File: src/common/mrt_pkg.sv
/*
 * Constants for the mailbox read-tracking and semaphore timeout block:
 * register offsets, field positions, reset values and timing counts.
 * Assumes a byte-wide local register port addressed by slave offset.
 */
package mrt_pkg;
    // ------------------------------------------------------------------
    // register offsets
    // ------------------------------------------------------------------
    localparam logic [7:0] OFS_READ_FLAGS_MID_HIGH = 8'h29;
    localparam logic [7:0] OFS_READ_FLAGS_MID_LOW  = 8'h2A;
    localparam logic [7:0] OFS_READ_FLAGS_LOW      = 8'h2B;
    localparam logic [7:0] OFS_SEM0_TIMEOUT        = 8'h2C;
    localparam logic [7:0] OFS_SEM1_TIMEOUT        = 8'h2D;

    // ------------------------------------------------------------------
    // timeout register fields
    // ------------------------------------------------------------------
    localparam int         BIT_EXPIRED     = 6;
    localparam int         BIT_ENABLE      = 5;
    localparam int         EXP_MSB         = 4;
    localparam int         EXP_W           = 5;
    localparam logic [7:0] RST_TIMEOUT_REG = 8'h00;
    localparam logic [7:0] RST_READ_FLAGS  = 8'h00;

    // ------------------------------------------------------------------
    // timing
    // ------------------------------------------------------------------
    localparam int BASE_TICKS = 128;   // oscillator periods at exponent 0
    localparam int CNT_W      = 40;    // holds 128 * 2^31
    localparam int NUM_MBOX   = 24;
endpackage

File: src/rtl/mrt_core.sv
/*
 * Mailbox read-tracking flags for mailboxes 23..0 and two semaphore
 * countdown timers with enable, expiry status and interrupt.
 * Assumes mailbox read and semaphore set/clear strobes come from logic
 * on clk; the peripheral clock enable arrives on clk's domain; the
 * oscillator tick arrives from another domain and is synchronised here.
 */
// Function
// - offset 29h flags track mailboxes 23..16
// - offset 2Ah flags track mailboxes 15..8
// - offset 2Bh flags track mailboxes 7..0
// - two identical timeout registers, one per semaphore
// - timers run on peripheral clock, halt when gated
// - semaphore set while clock stopped starts nothing
// - enabled semaphore set loads counter, then decrements
// - zero count raises interrupt and status bit 6
// - clearing semaphore clears the expiry status
// - clearing semaphore stops its counter
// - bit 5 enables timer and interrupt
// - length is 128 times two to exponent
// - local CPU reads the read-tracking flags
`timescale 1ns/10ps
module mrt_core
    import mrt_pkg::*;
#(
    parameter int NUM_SEM = 2
)
(
    input  wire logic                clk,
    input  wire logic                rst_n,
    input  wire logic                periph_clk_en,
    input  wire logic                osc_tick,
    input  wire logic                mbox_read,
    input  wire logic [4:0]          mbox_index,
    input  wire logic [NUM_SEM-1:0]  sem_set,
    input  wire logic [NUM_SEM-1:0]  sem_clear,
    input  wire logic                reg_wr,
    input  wire logic                reg_rd,
    input  wire logic [7:0]          reg_addr,
    input  wire logic [7:0]          reg_wdata,
    output logic [7:0]               reg_rdata,
    output logic [NUM_SEM-1:0]       timeout_irq
);
    import mrt_pkg::*;

    // the register map holds exactly two timeout registers
    if (NUM_SEM != 2)
    begin : g_num_sem_check
        $error("mrt_core serves exactly two semaphores");
    end

    // ------------------------------------------------------------------
    // oscillator tick synchroniser
    // ------------------------------------------------------------------
    logic tick_s1;
    logic tick_s2;
    logic tick_s3;
    logic tick_pulse;

    // edge detect looks only at the second and third stages
    always_ff @(posedge clk or negedge rst_n)
    begin
        if (!rst_n)
        begin
            tick_s1 <= 1'b0;
            tick_s2 <= 1'b0;
            tick_s3 <= 1'b0;
        end
        else
        begin
            tick_s1 <= osc_tick;
            tick_s2 <= tick_s1;
            tick_s3 <= tick_s2;
        end
    end
    // gated peripheral clock freezes the timers
    assign tick_pulse = tick_s2 && !tick_s3 && periph_clk_en;

    // ------------------------------------------------------------------
    // read-tracking flags
    // ------------------------------------------------------------------
    logic [NUM_MBOX-1:0] read_flags;
    logic [NUM_MBOX-1:0] next_read_flags;
    logic [NUM_MBOX-1:0] clr_mask;
    logic [NUM_MBOX-1:0] set_mask;

    // set wins over a write-one clear in the same cycle
    always_comb
    begin
        clr_mask = '0;
        set_mask = '0;
        if (reg_wr && reg_addr == OFS_READ_FLAGS_MID_HIGH)
            clr_mask[23:16] = reg_wdata;
        if (reg_wr && reg_addr == OFS_READ_FLAGS_MID_LOW)
            clr_mask[15:8] = reg_wdata;
        if (reg_wr && reg_addr == OFS_READ_FLAGS_LOW)
            clr_mask[7:0] = reg_wdata;
        if (mbox_read && mbox_index < 5'(NUM_MBOX))
            set_mask[mbox_index] = 1'b1;
        next_read_flags = (read_flags & ~clr_mask) | set_mask;
    end

    always_ff @(posedge clk or negedge rst_n)
    begin
        if (!rst_n)
            read_flags <= {3{RST_READ_FLAGS}};
        else
            read_flags <= next_read_flags;
    end

    // ------------------------------------------------------------------
    // semaphore timers
    // ------------------------------------------------------------------
    logic             enable    [NUM_SEM];
    logic [EXP_W-1:0] exponent  [NUM_SEM];
    logic             expired   [NUM_SEM];
    logic             running   [NUM_SEM];
    logic [CNT_W-1:0] count     [NUM_SEM];
    logic             next_enable   [NUM_SEM];
    logic [EXP_W-1:0] next_exponent [NUM_SEM];
    logic             next_expired  [NUM_SEM];
    logic             next_running  [NUM_SEM];
    logic [CNT_W-1:0] next_count    [NUM_SEM];
    logic [7:0]       to_addr       [NUM_SEM];

    assign to_addr[0] = OFS_SEM0_TIMEOUT;
    assign to_addr[1] = OFS_SEM1_TIMEOUT;

    // clear beats set and expiry: clearing a semaphore stops its timer and clears its expiry status
    always_comb
    begin
        for (int i = 0; i < NUM_SEM; i++)
        begin
            next_enable[i]   = enable[i];
            next_exponent[i] = exponent[i];
            next_expired[i]  = expired[i];
            next_running[i]  = running[i];
            next_count[i]    = count[i];
            if (reg_wr && reg_addr == to_addr[i])
            begin
                next_enable[i]   = reg_wdata[BIT_ENABLE];
                next_exponent[i] = reg_wdata[EXP_MSB:0];
            end
            if (sem_clear[i])
            begin
                next_running[i] = 1'b0;
                next_expired[i] = 1'b0;
            end
            else if (sem_set[i] && enable[i] && periph_clk_en)
            begin
                next_running[i] = 1'b1;
                next_count[i]   = CNT_W'(BASE_TICKS) << exponent[i];
            end
            else if (running[i] && !enable[i])
                next_running[i] = 1'b0;
            else if (running[i] && tick_pulse)
            begin
                next_count[i] = count[i] - 1'b1;
                if (count[i] == CNT_W'(1))
                begin
                    next_running[i] = 1'b0;
                    next_expired[i] = 1'b1;
                end
            end
        end
    end

    always_ff @(posedge clk or negedge rst_n)
    begin
        if (!rst_n)
        begin
            for (int i = 0; i < NUM_SEM; i++)
            begin
                enable[i]   <= RST_TIMEOUT_REG[BIT_ENABLE];
                exponent[i] <= RST_TIMEOUT_REG[EXP_MSB:0];
                expired[i]  <= RST_TIMEOUT_REG[BIT_EXPIRED];
                running[i]  <= 1'b0;
                count[i]    <= '0;
            end
        end
        else
        begin
            for (int i = 0; i < NUM_SEM; i++)
            begin
                enable[i]   <= next_enable[i];
                exponent[i] <= next_exponent[i];
                expired[i]  <= next_expired[i];
                running[i]  <= next_running[i];
                count[i]    <= next_count[i];
            end
        end
    end

    // ------------------------------------------------------------------
    // outputs
    // ------------------------------------------------------------------
    logic [7:0] next_rdata;

    // interrupt only while enabled; reserved bit 7 reads zero
    always_comb
    begin
        for (int i = 0; i < NUM_SEM; i++)
            timeout_irq[i] = expired[i] && enable[i];
        next_rdata = 8'h00;
        if (reg_rd)
        begin
            unique case (reg_addr)
                OFS_READ_FLAGS_MID_HIGH: next_rdata = read_flags[23:16];
                OFS_READ_FLAGS_MID_LOW:  next_rdata = read_flags[15:8];
                OFS_READ_FLAGS_LOW:      next_rdata = read_flags[7:0];
                OFS_SEM0_TIMEOUT:
                    next_rdata = {1'b0, expired[0], enable[0], exponent[0]};
                OFS_SEM1_TIMEOUT:
                    next_rdata = {1'b0, expired[1], enable[1], exponent[1]};
                default:                 next_rdata = 8'h00;
            endcase
        end
    end

    // read data registered: valid the cycle after reg_rd
    always_ff @(posedge clk or negedge rst_n)
    begin
        if (!rst_n)
            reg_rdata <= 8'h00;
        else
            reg_rdata <= next_rdata;
    end

    // ------------------------------------------------------------------
    // assertions
    // ------------------------------------------------------------------
    AST_READ_SETS: assert property (@(posedge clk) disable iff (!rst_n)
        mbox_read && mbox_index < 5'(NUM_MBOX) |=> read_flags[$past(mbox_index)])
        else $error("mailbox read did not set its flag");
    AST_FLAG_STICKS: assert property (@(posedge clk) disable iff (!rst_n)
        read_flags[0] && !(reg_wr && reg_addr == OFS_READ_FLAGS_LOW) |=> read_flags[0])
        else $error("read flag dropped without a clear");
    AST_LOAD: assert property (@(posedge clk) disable iff (!rst_n)
        sem_set[0] && !sem_clear[0] && enable[0] && periph_clk_en
        |=> running[0] && count[0] == (CNT_W'(BASE_TICKS) << $past(exponent[0])))
        else $error("timer not loaded on semaphore set");
    AST_STOPPED_SET: assert property (@(posedge clk) disable iff (!rst_n)
        !running[0] && sem_set[0] && !periph_clk_en |=> !running[0])
        else $error("timer started while peripheral clock stopped");
    AST_GATED: assert property (@(posedge clk) disable iff (!rst_n)
        running[0] && !periph_clk_en && !sem_set[0] && !reg_wr |=> $stable(count[0]))
        else $error("timer advanced with clock gated");
    AST_CLEAR: assert property (@(posedge clk) disable iff (!rst_n)
        sem_clear[1] |=> !running[1] && !expired[1] && !timeout_irq[1])
        else $error("clear left timer or status active");
    AST_EXPIRE: assert property (@(posedge clk) disable iff (!rst_n)
        running[0] && enable[0] && tick_pulse && count[0] == CNT_W'(1)
        && !sem_clear[0] && !sem_set[0] && !reg_wr
        |=> expired[0] && timeout_irq[0])
        else $error("expiry not flagged at zero");
    AST_DISABLED: assert property (@(posedge clk) disable iff (!rst_n)
        !enable[1] && !expired[1] |=> !expired[1] && !timeout_irq[1])
        else $error("interrupt while timeout disabled");
    AST_RESERVED: assert property (@(posedge clk) disable iff (!rst_n)
        reg_rd && reg_addr == OFS_SEM1_TIMEOUT |=> !reg_rdata[7])
        else $error("reserved bit read as one");

    COV_EXPIRY:  cover property (@(posedge clk) disable iff (!rst_n) $rose(expired[0]));
    COV_CLEAR:   cover property (@(posedge clk) disable iff (!rst_n) running[1] && sem_clear[1]);
    COV_READALL: cover property (@(posedge clk) disable iff (!rst_n) &read_flags);
endmodule

File: config.mk
export PLATFORM = sky130hd
export DESIGN_NAME = mrt_core
export DESIGN_NICKNAME = d
export VERILOG_FILES = /design/src/common/mrt_pkg.sv /design/src/rtl/mrt_core.sv
export SDC_FILE = /design/constraint.sdc
export NUM_CORES = 1
export LEC_CHECK = 0
export BUFFER_PORTS_ARGS = -buffer_cell sky130_fd_sc_hd__clkbuf_2
export CAP_MARGIN = 25
export CORE_MARGIN = 2
export CORE_UTILIZATION = 30
export CTS_CLUSTER_SIZE = 12
export DETAILED_ROUTE_END_ITERATION = 12
export GPL_ROUTABILITY_DRIVEN = 0
export PLACE_DENSITY = 0.52
export SYNTH_ARGS = -nofsm -noshare
export SYNTH_HDL_FRONTEND = slang
export SYNTH_SLANG_ARGS = --single-unit
File: constraint.sdc
create_clock -name clk -period 5.55 [get_ports clk]
set_input_delay 1.665 -clock clk [delete_from_list [all_inputs] [get_ports clk]]
set_output_delay 1.665 -clock clk [all_outputs]
set_load 0.02 [all_outputs]
==> metrics.md, run 1 <==
| Metric | Value |
|---|---|
| Crit end category | flip-flop |
| Final max-slew violation count | 0 |
| CTS Buf Count | 17 |
| Pint | 1.72 mW |
| WL final | about 22,000 µm |
| Latest clock arrival within the worst-skew pair | approximately 0.42 ns |
| WP data arrival | between 4 and 5 ns |
| Clock sinks | roughly 130 |
| Post-synthesis adder-cell area fraction | less than 1% |
| Pin count of the biggest net entering global routing | 70 |
| Worst VDD drop | about 0.18 mV |
| LEAKAGE | about 3.4 nW |
| Worst hold path depth | 0 |
| Post-layout min period | between 3 and 4 ns |
| Crit. Startpoint | periph_clk_en |
| Initial DRT Pass Iterations | 5 |
| Synth unique cells | 63 |
| Grt total ovfl | 0 |
| H-tree depth | 4 |
| Initial antenna violation count | 0 |
| Main synth FF type | dfrtp_1 |
| Final core occ | a little over a third |
| CP bufs+invs | 2 |
| Synth Area in Compound Gates | between 20% and 30% |
| Routed via count | 6,957 |
| Reg clk slew, reported paths | around 0.060 ns |
| I/O pin cnt | 42 |
| Syn avg cell area | 8.56 µm² |
| Count leader, synth | dfrtp_1 |
| Startpoint types | primary input |
| Ys async rst share | between 90% and 100% |
| Sequential element share of the synthesized area | ~44% |
| Post-synthesis mux area share | 1.20% |
| Most frequent cells after synthesis | dfrtp_1 (131), o21ai_0 (113), nand2_1 (93) |
| Worst setup endpoint | count[19] |
| Port Buffers | 41 |
| Multi-input gate area | approximately 0.0040 mm² |
| EDFF count, synth | 0 |
| Wire length per cell | about 18 µm |
| Comb power frac | a little over an eighth |
| Req. time, crit path | slightly below 6 ns |
| Die area | 0.0264 mm² |
| Simple-gate share of the synthesized area | 25.9% |
| Netlist Area Pre-Place | about 0.0075 mm² |
| Largest family of logic cells by synthesized area | simple AND/OR/NAND/NOR gates |
| Std-Cell Rows | between 50 and 60 |
| Top delay family on crit path | compound AO/OA/AOI/OAI gates |
| Kind of critical path | primary input to flip-flop |
| Final hold vios | 0 |
| DR vias/cell | between 5 and 6 |
| Reg2Reg Setup Slack | 2.49 ns |
| Power share of the clock group | 43.2% |
| Worst r2r path cells | 5 |
| Final TNS setup | 0 ns |
| Post-CTS setup buffer count | 0 |
| Fmax | roughly 270 MHz |
| Switching Share | 28.8% |
| Syn-to-layout area delta | 13.9% |
| Initial Util | a little under a third |
| Status | finished clean |
| CP max-delay cell | nor4_1 |
| Syn Inst Count | just under 900 |
| ANT cells | 0 |
| DRT iter0 DRCs | roughly 650 |
| Core area | roughly 0.024 mm² |
| Register area | 0.00328 mm² |
| Clk buf depth | 2 |
| Reg2reg start | count[5] |
| Levels on crit path | 7 |
| MaxCap Viol Count | 0 |
| Post-Syn Nets | between 900 and 1,000 |
| Layout Cell Area excl Fill | roughly 0.0086 mm² |
| CTS tree | done |
| DRC viols | 0 |
| # resized after CTS | 0 |
| # fillers | approximately 2,500 |
| Clock Skews | between 0.015 and 0.02 ns |
| Max-slew headroom at the worst pin | 28.5% |
| Vias in the first global route | around 6,700 |
| Horiz. Die Dim | about 160 µm |
| Cell Pwr Density | 282 mW/mm² |
| Root buffer cell | clkbuf_16 |
| Max incr delay on CP | around 0.83 ns |
| Synth area leader | dfrtp_1 |
| Die Height | between 150 and 200 µm |
| Share of power burned in registers | 43.6% |
| Hold WC Path Type | flip-flop to flip-flop |
| Global-route wire length before repair | around 37,000 µm |
| Xor/xnor cell area share of the yosys netlist | less than 1% |
| Synth Register Bits | between 100 and 150 |
| Area share of the largest cell type after synthesis | between 40 and 50% |
| Slew @ Worst Pin | ~1.1 ns |
| R2r endpoint | count[35] |
| Cts hold-fix bufs | 0 |
| Detailed placement HPWL | 15,500 µm |
| Synth top area cells | dfrtp_1 (44%), o21ai_0 (7.5%), nand2_1 (4.6%), nor2_1 (3.2%), a21oi_1 (2.9%) |
| Post-route ant nets | 0 |
| Post-DP Area | 0.00801 mm² |
| Share of post-route cells with drive strength above 1 | between 10 and 15% |
| Total GRT Usage | between 10% and 20% |
| RSZ-0062 raised after global routing | false |
| Net Sw Power | 696 µW |
| Worst path cell trace | clkbuf_2, nand3_1, buf_4, a221o_1, nor4_1, a311oi_1, a41oi_1 |
| Fin nets | 930 |
| Period utilization | between 60% and 70% |
| Ys Warns | 0 |
| Setup Viol. Count Final | 0 |
| CP max FO | 32 |
registers in the layout, indices dropped and copies added (netlist names):
register    count
read_flags     24
running         2
count          80
reg_rdata       8
enable          2
expired         2
tick_s3         1
tick_s2         1
tick_s1         1
exponent       10
per-layer routing:
metal | part of all wire [%] | wire length [µm] | GRT usage [%] | up-vias
met4 | 1.6 | 364 | 5.51 | 0
met5 | 0 | 0 | 0 | -
met2 | 45 | 10200 | 27.0 | 178
met3 | 4.3 | 969 | 2.93 | 22
met1 | 49 | 10900 | 24.7 | 3406
li1 | - | - | - | 3351
logic make-up after synthesis:
| kind of cell | count (synthesis) |
|---|---|
| flip-flops | 131 |
| buffers and inverters | 77 |
| AO/OA/AOI/OAI | 284 |
| adder cells (fa/ha/maj) | 4 |
| AND/OR/NAND/NOR | 371 |
| XOR/XNOR | 4 |
| multiplexers | 8 |
power groups by stage:
stage          Sequential [mW]  Combinational (mW)  Clock (mW)
2_1_floorplan             1.05               0.225           0
3_3_place_gp              1.07               0.317           0
3_5_place_dp              1.07               0.316           0
4_1_cts                   1.05               0.318        1.08
5_1_grt                   1.06               0.359        1.12
6_report                  1.05               0.319        1.04
worst register-to-register path, stage by stage, from the launching register on:
cell	delay, ns
dfrtp_1	0.43
nor4_1	0.75
nand2_1	0.46
or4_1	0.66
or4_1	0.44
a31o_1	0.22
layout make-up:
cell class	count	share of cell area, %
repair buffers	54	3.78
well taps	324	4.73
multi-input cells	671	46.1
clock inverters	13	1.18
flip-flops and latches	131	38.2
inverters	19	0.831
clock buffers	18	5.12
metrics by stage:
step	power [mW]	hold WS [ns]	worst slack (ns)	instances
after global placement	1.39	0.350	1.52	1197
after global routing	2.54	0.367	1.67	1230
after detailed placement	1.38	0.356	1.42	1198
after CTS	2.45	0.369	1.86	1229
after floorplan	1.27	0.331	2.05	879
final	2.42	0.364	1.82	1230
cell usage in the layout, fill, tap and decap left out, drive strengths merged, types with 23 or more instances in the layout:
master,count
a21oi,43
clkbuf,59
dfrtp,131
inv,24
nand2,93
nand3,28
nor2,64
nor3,35
nor4,27
o21ai,113
o311ai,23
how the worst min path moves through the flow:
stage,from,end,slack [ns]
after floorplan,tick_s1,tick_s2,0.33
after global placement,tick_s1,tick_s2,0.35
after detailed placement,tick_s1,tick_s2,0.36
after CTS,tick_s1,tick_s2,0.37
after global routing,tick_s1,tick_s2,0.37
final,tick_s1,tick_s2,0.36
No activity file was read; power rests on OpenSTA's default activity.
==> run 2, diff against run 1 <==
clock period = 3.8 ns   (was 5.55 ns; I/O delays follow)
==> run 2 against run 1 <==
  * Non-clock buffer count up 13
  * Clock power rose by 61%
  * Critical path depth down 2
  * Die area did not move
  * Power up 53%
  * Routed wire length decreased by 0.30%
  * Combinational power increased by 50%
  * Global-route usage up 0.18 points
  * Clock skew fell by 0.0049 ns
  * Worst setup slack got worse by 0.98 ns
==> metrics.md, run 2 (synthesized netlist as in run 1, its figures left out) <==
| Metric | Value |
|---|---|
| Max-slew headroom at the worst pin | 48.5% (+20 points) |
| RSZ-0062 raised after global routing | false |
| Hold WC Path Type | flip-flop to flip-flop |
| Period utilization | ~78% |
| Reg clk slew, reported paths | 0.06 ns (about the same) |
| Worst hold path depth | 0 (unchanged) |
| Top flop regs | count x80, read_flags x24, exponent x10 |
| Std-Cell Rows | 57 (unchanged) |
| Initial Util | 30.8% (unchanged) |
| Vias in the first global route | 6,828 (+1.9%) |
| Final max-slew violation count | 0 (unchanged) |
| # fillers | 2,500 (-0.28%) |
| Latest clock arrival within the worst-skew pair | 0.44 ns (+0.02 ns) |
| Reg2reg start | count[20] |
| Clk buf depth | 2 (unchanged) |
| Post-layout min period | approximately 3 ns |
| Highest-count cells in the layout ignoring fill and taps | dfrtp_1 (131), o21ai_0 (112), nand2_1 (93) |
| Total power | 3.69 mW (+53%) |
| R2r endpoint | count[35] |
| Status | finished clean |
| Fin nets | 943 (+1.4%) |
| MaxCap Viol Count | 0 (unchanged) |
| Detailed placement HPWL | 15,600 µm (+0.71%) |
| HP Start | tick_s1 |
| Kind of critical path | flip-flop to flip-flop |
| WP data arrival | 3.28 ns (-0.79 ns) |
| Horiz. Die Dim | 162 µm (unchanged) |
| Pin count of the biggest net entering global routing | 71 (+1.4%) |
| Register area | 0.00328 mm² (unchanged) |
| Biggest register | count |
| Die area | 0.0264 mm² (unchanged) |
| ANT cells | 0 (unchanged) |
| Reg2Reg Setup Slack | 0.84 ns (-1.65 ns) |
| Max reg flops | 80 (unchanged) |
| Worst VDD drop | 0.240 mV (+33%) |
| Global-route wire length before repair | 36,800 µm (+0.55%) |
| Min Hold Slack | 0.361 ns (-0.00250 ns) |
| Final core occ | 35.7% (+0.58 points) |
| LEAKAGE | 3.50 nW (+2.5%) |
| WL final | 22,300 µm (-0.30%) |
| Place WS | 0.643 ns (-0.778 ns) |
| Core area | 0.0245 mm² (unchanged) |
| Port Buffers | 41 (unchanged) |
| Root buffer cell | clkbuf_16 |
| Clock Skews | 0.0101 ns (-0.00492 ns) |
| Die Height | 162 µm (unchanged) |
| CTS Buf Count | 17 (unchanged) |
| Final TNS setup | 0 ns (unchanged) |
| I/O pin cnt | 42 (unchanged) |
| Cell Pwr Density | 423 mW/mm² (+50%) |
| Worst r2r path cells | 5 (unchanged) |
| Clock sinks | 131 (unchanged) |
| Worst hold endpoint | tick_s2 |
| Share of post-route cells with drive strength above 1 | 13.8% (+1.3 points) |
| Slew @ Worst Pin | 0.765 ns (-0.308 ns) |
| DRT iter0 DRCs | 524 (-20%) |
| Post-CTS setup buffer count | 0 (unchanged) |
| Wire length per cell | 17.9 µm (-1.4%) |
| Initial DRT Pass Iterations | 5 (unchanged) |
| Multi-input gate area | 0.00396 mm² (unchanged) |
| DRC viols | 0 (unchanged) |
| DR vias/cell | 5.60 (-0.98%) |
| Syn-to-layout area delta | 15.8% |
| Initial antenna violation count | 0 (unchanged) |
| Grt total ovfl | 0 (unchanged) |
| Final hold vios | 0 (unchanged) |
| Setup Viol. Count Final | 0 (unchanged) |
| Startpoint types | flip-flop |
| Routed via count | 6,967 (+0.14%) |
| Crit end category | flip-flop |
| CTS tree | done |
| Commonest non-fill, non-tap cell in the layout | dfrtp_1 |
| Fmax | 338 MHz |
| Cts hold-fix bufs | 0 (unchanged) |
| H-tree depth | 4 (unchanged) |
| CP max FO | 8 (-75%) |
| Total GRT Usage | 17.6% (+0.18 points) |
| Req. time, crit path | 4.12 ns (-1.77 ns) |
| # resized after CTS | 0 (unchanged) |
| Post-route ant nets | 0 (unchanged) |
| Crit path setup slack, layout | 0.839 ns (-0.982 ns) |
## run 2: changes by cell type in the layout (fill, tap and decap cells not counted), sizes merged
| cell | before | now |
|---|---|---|
| bufinv | 0 | 1 |
| clkinvlp | 3 | 2 |
| clkinv | 5 | 2 |
| buf | 13 | 27 |
| clkbuf | 59 | 57 |
| inv | 24 | 29 |
## run 2: layout make-up
| cell class | instances | area share [%] |
|---|---|---|
| Timing Repair Buffer | 67 | 4.81 |
| Tap cell | 324 | 4.65 |
| Inverter | 19 | 0.818 |
| Multi-Input combinational cell | 671 | 45.4 |
| Clock inverter | 15 | 1.87 |
| Sequential cell | 131 | 37.6 |
| Clock buffer | 17 | 4.88 |
## run 2: worst max path at each step
stage,from,end,cells past startpoint
6_report,count[20],count[35],5
5_1_grt,count[63],count[75],5
4_1_cts,count[20],count[35],5
3_5_place_dp,periph_clk_en,count[38],6
3_3_place_gp,periph_clk_en,count[38],6
2_1_floorplan,periph_clk_en,count[19],7
## run 2: report_power, final
| part | internal (mW) | switching, mW |
|---|---|---|
| clock | 0.934 | 0.739 |
| combinational | 0.194 | 0.285 |
| sequential | 1.47 | 0.0615 |
| total | 2.60 | 1.09 |
## run 2: per-layer routing
layer	routed length, µm	share of wire, %	global-route usage [%]	up-vias
met2	10300	46	27.6	160
met5	0	0	0	-
met4	323	1.4	5.63	0
met3	844	3.8	3.26	23
li1	-	-	-	3391
met1	10900	49	24.5	3393
## run 2: through the flow
| step | cell area, µm² | cells |
|---|---|---|
| floorplan | 7530 | 879 |
| global placement | 8130 | 1212 |
| detailed placement | 8130 | 1212 |
| CTS | 8720 | 1244 |
| global route | 8720 | 1244 |
| finish | 8720 | 1244 |
## run 2: worst max-delay path, cell delays in order, from the launching register on
cell and delay [ns]:
dfrtp_1 0.41, or4_4 0.56, or3b_1 0.50, or4_1 0.70
or4_1 0.44, a31o_1 0.23
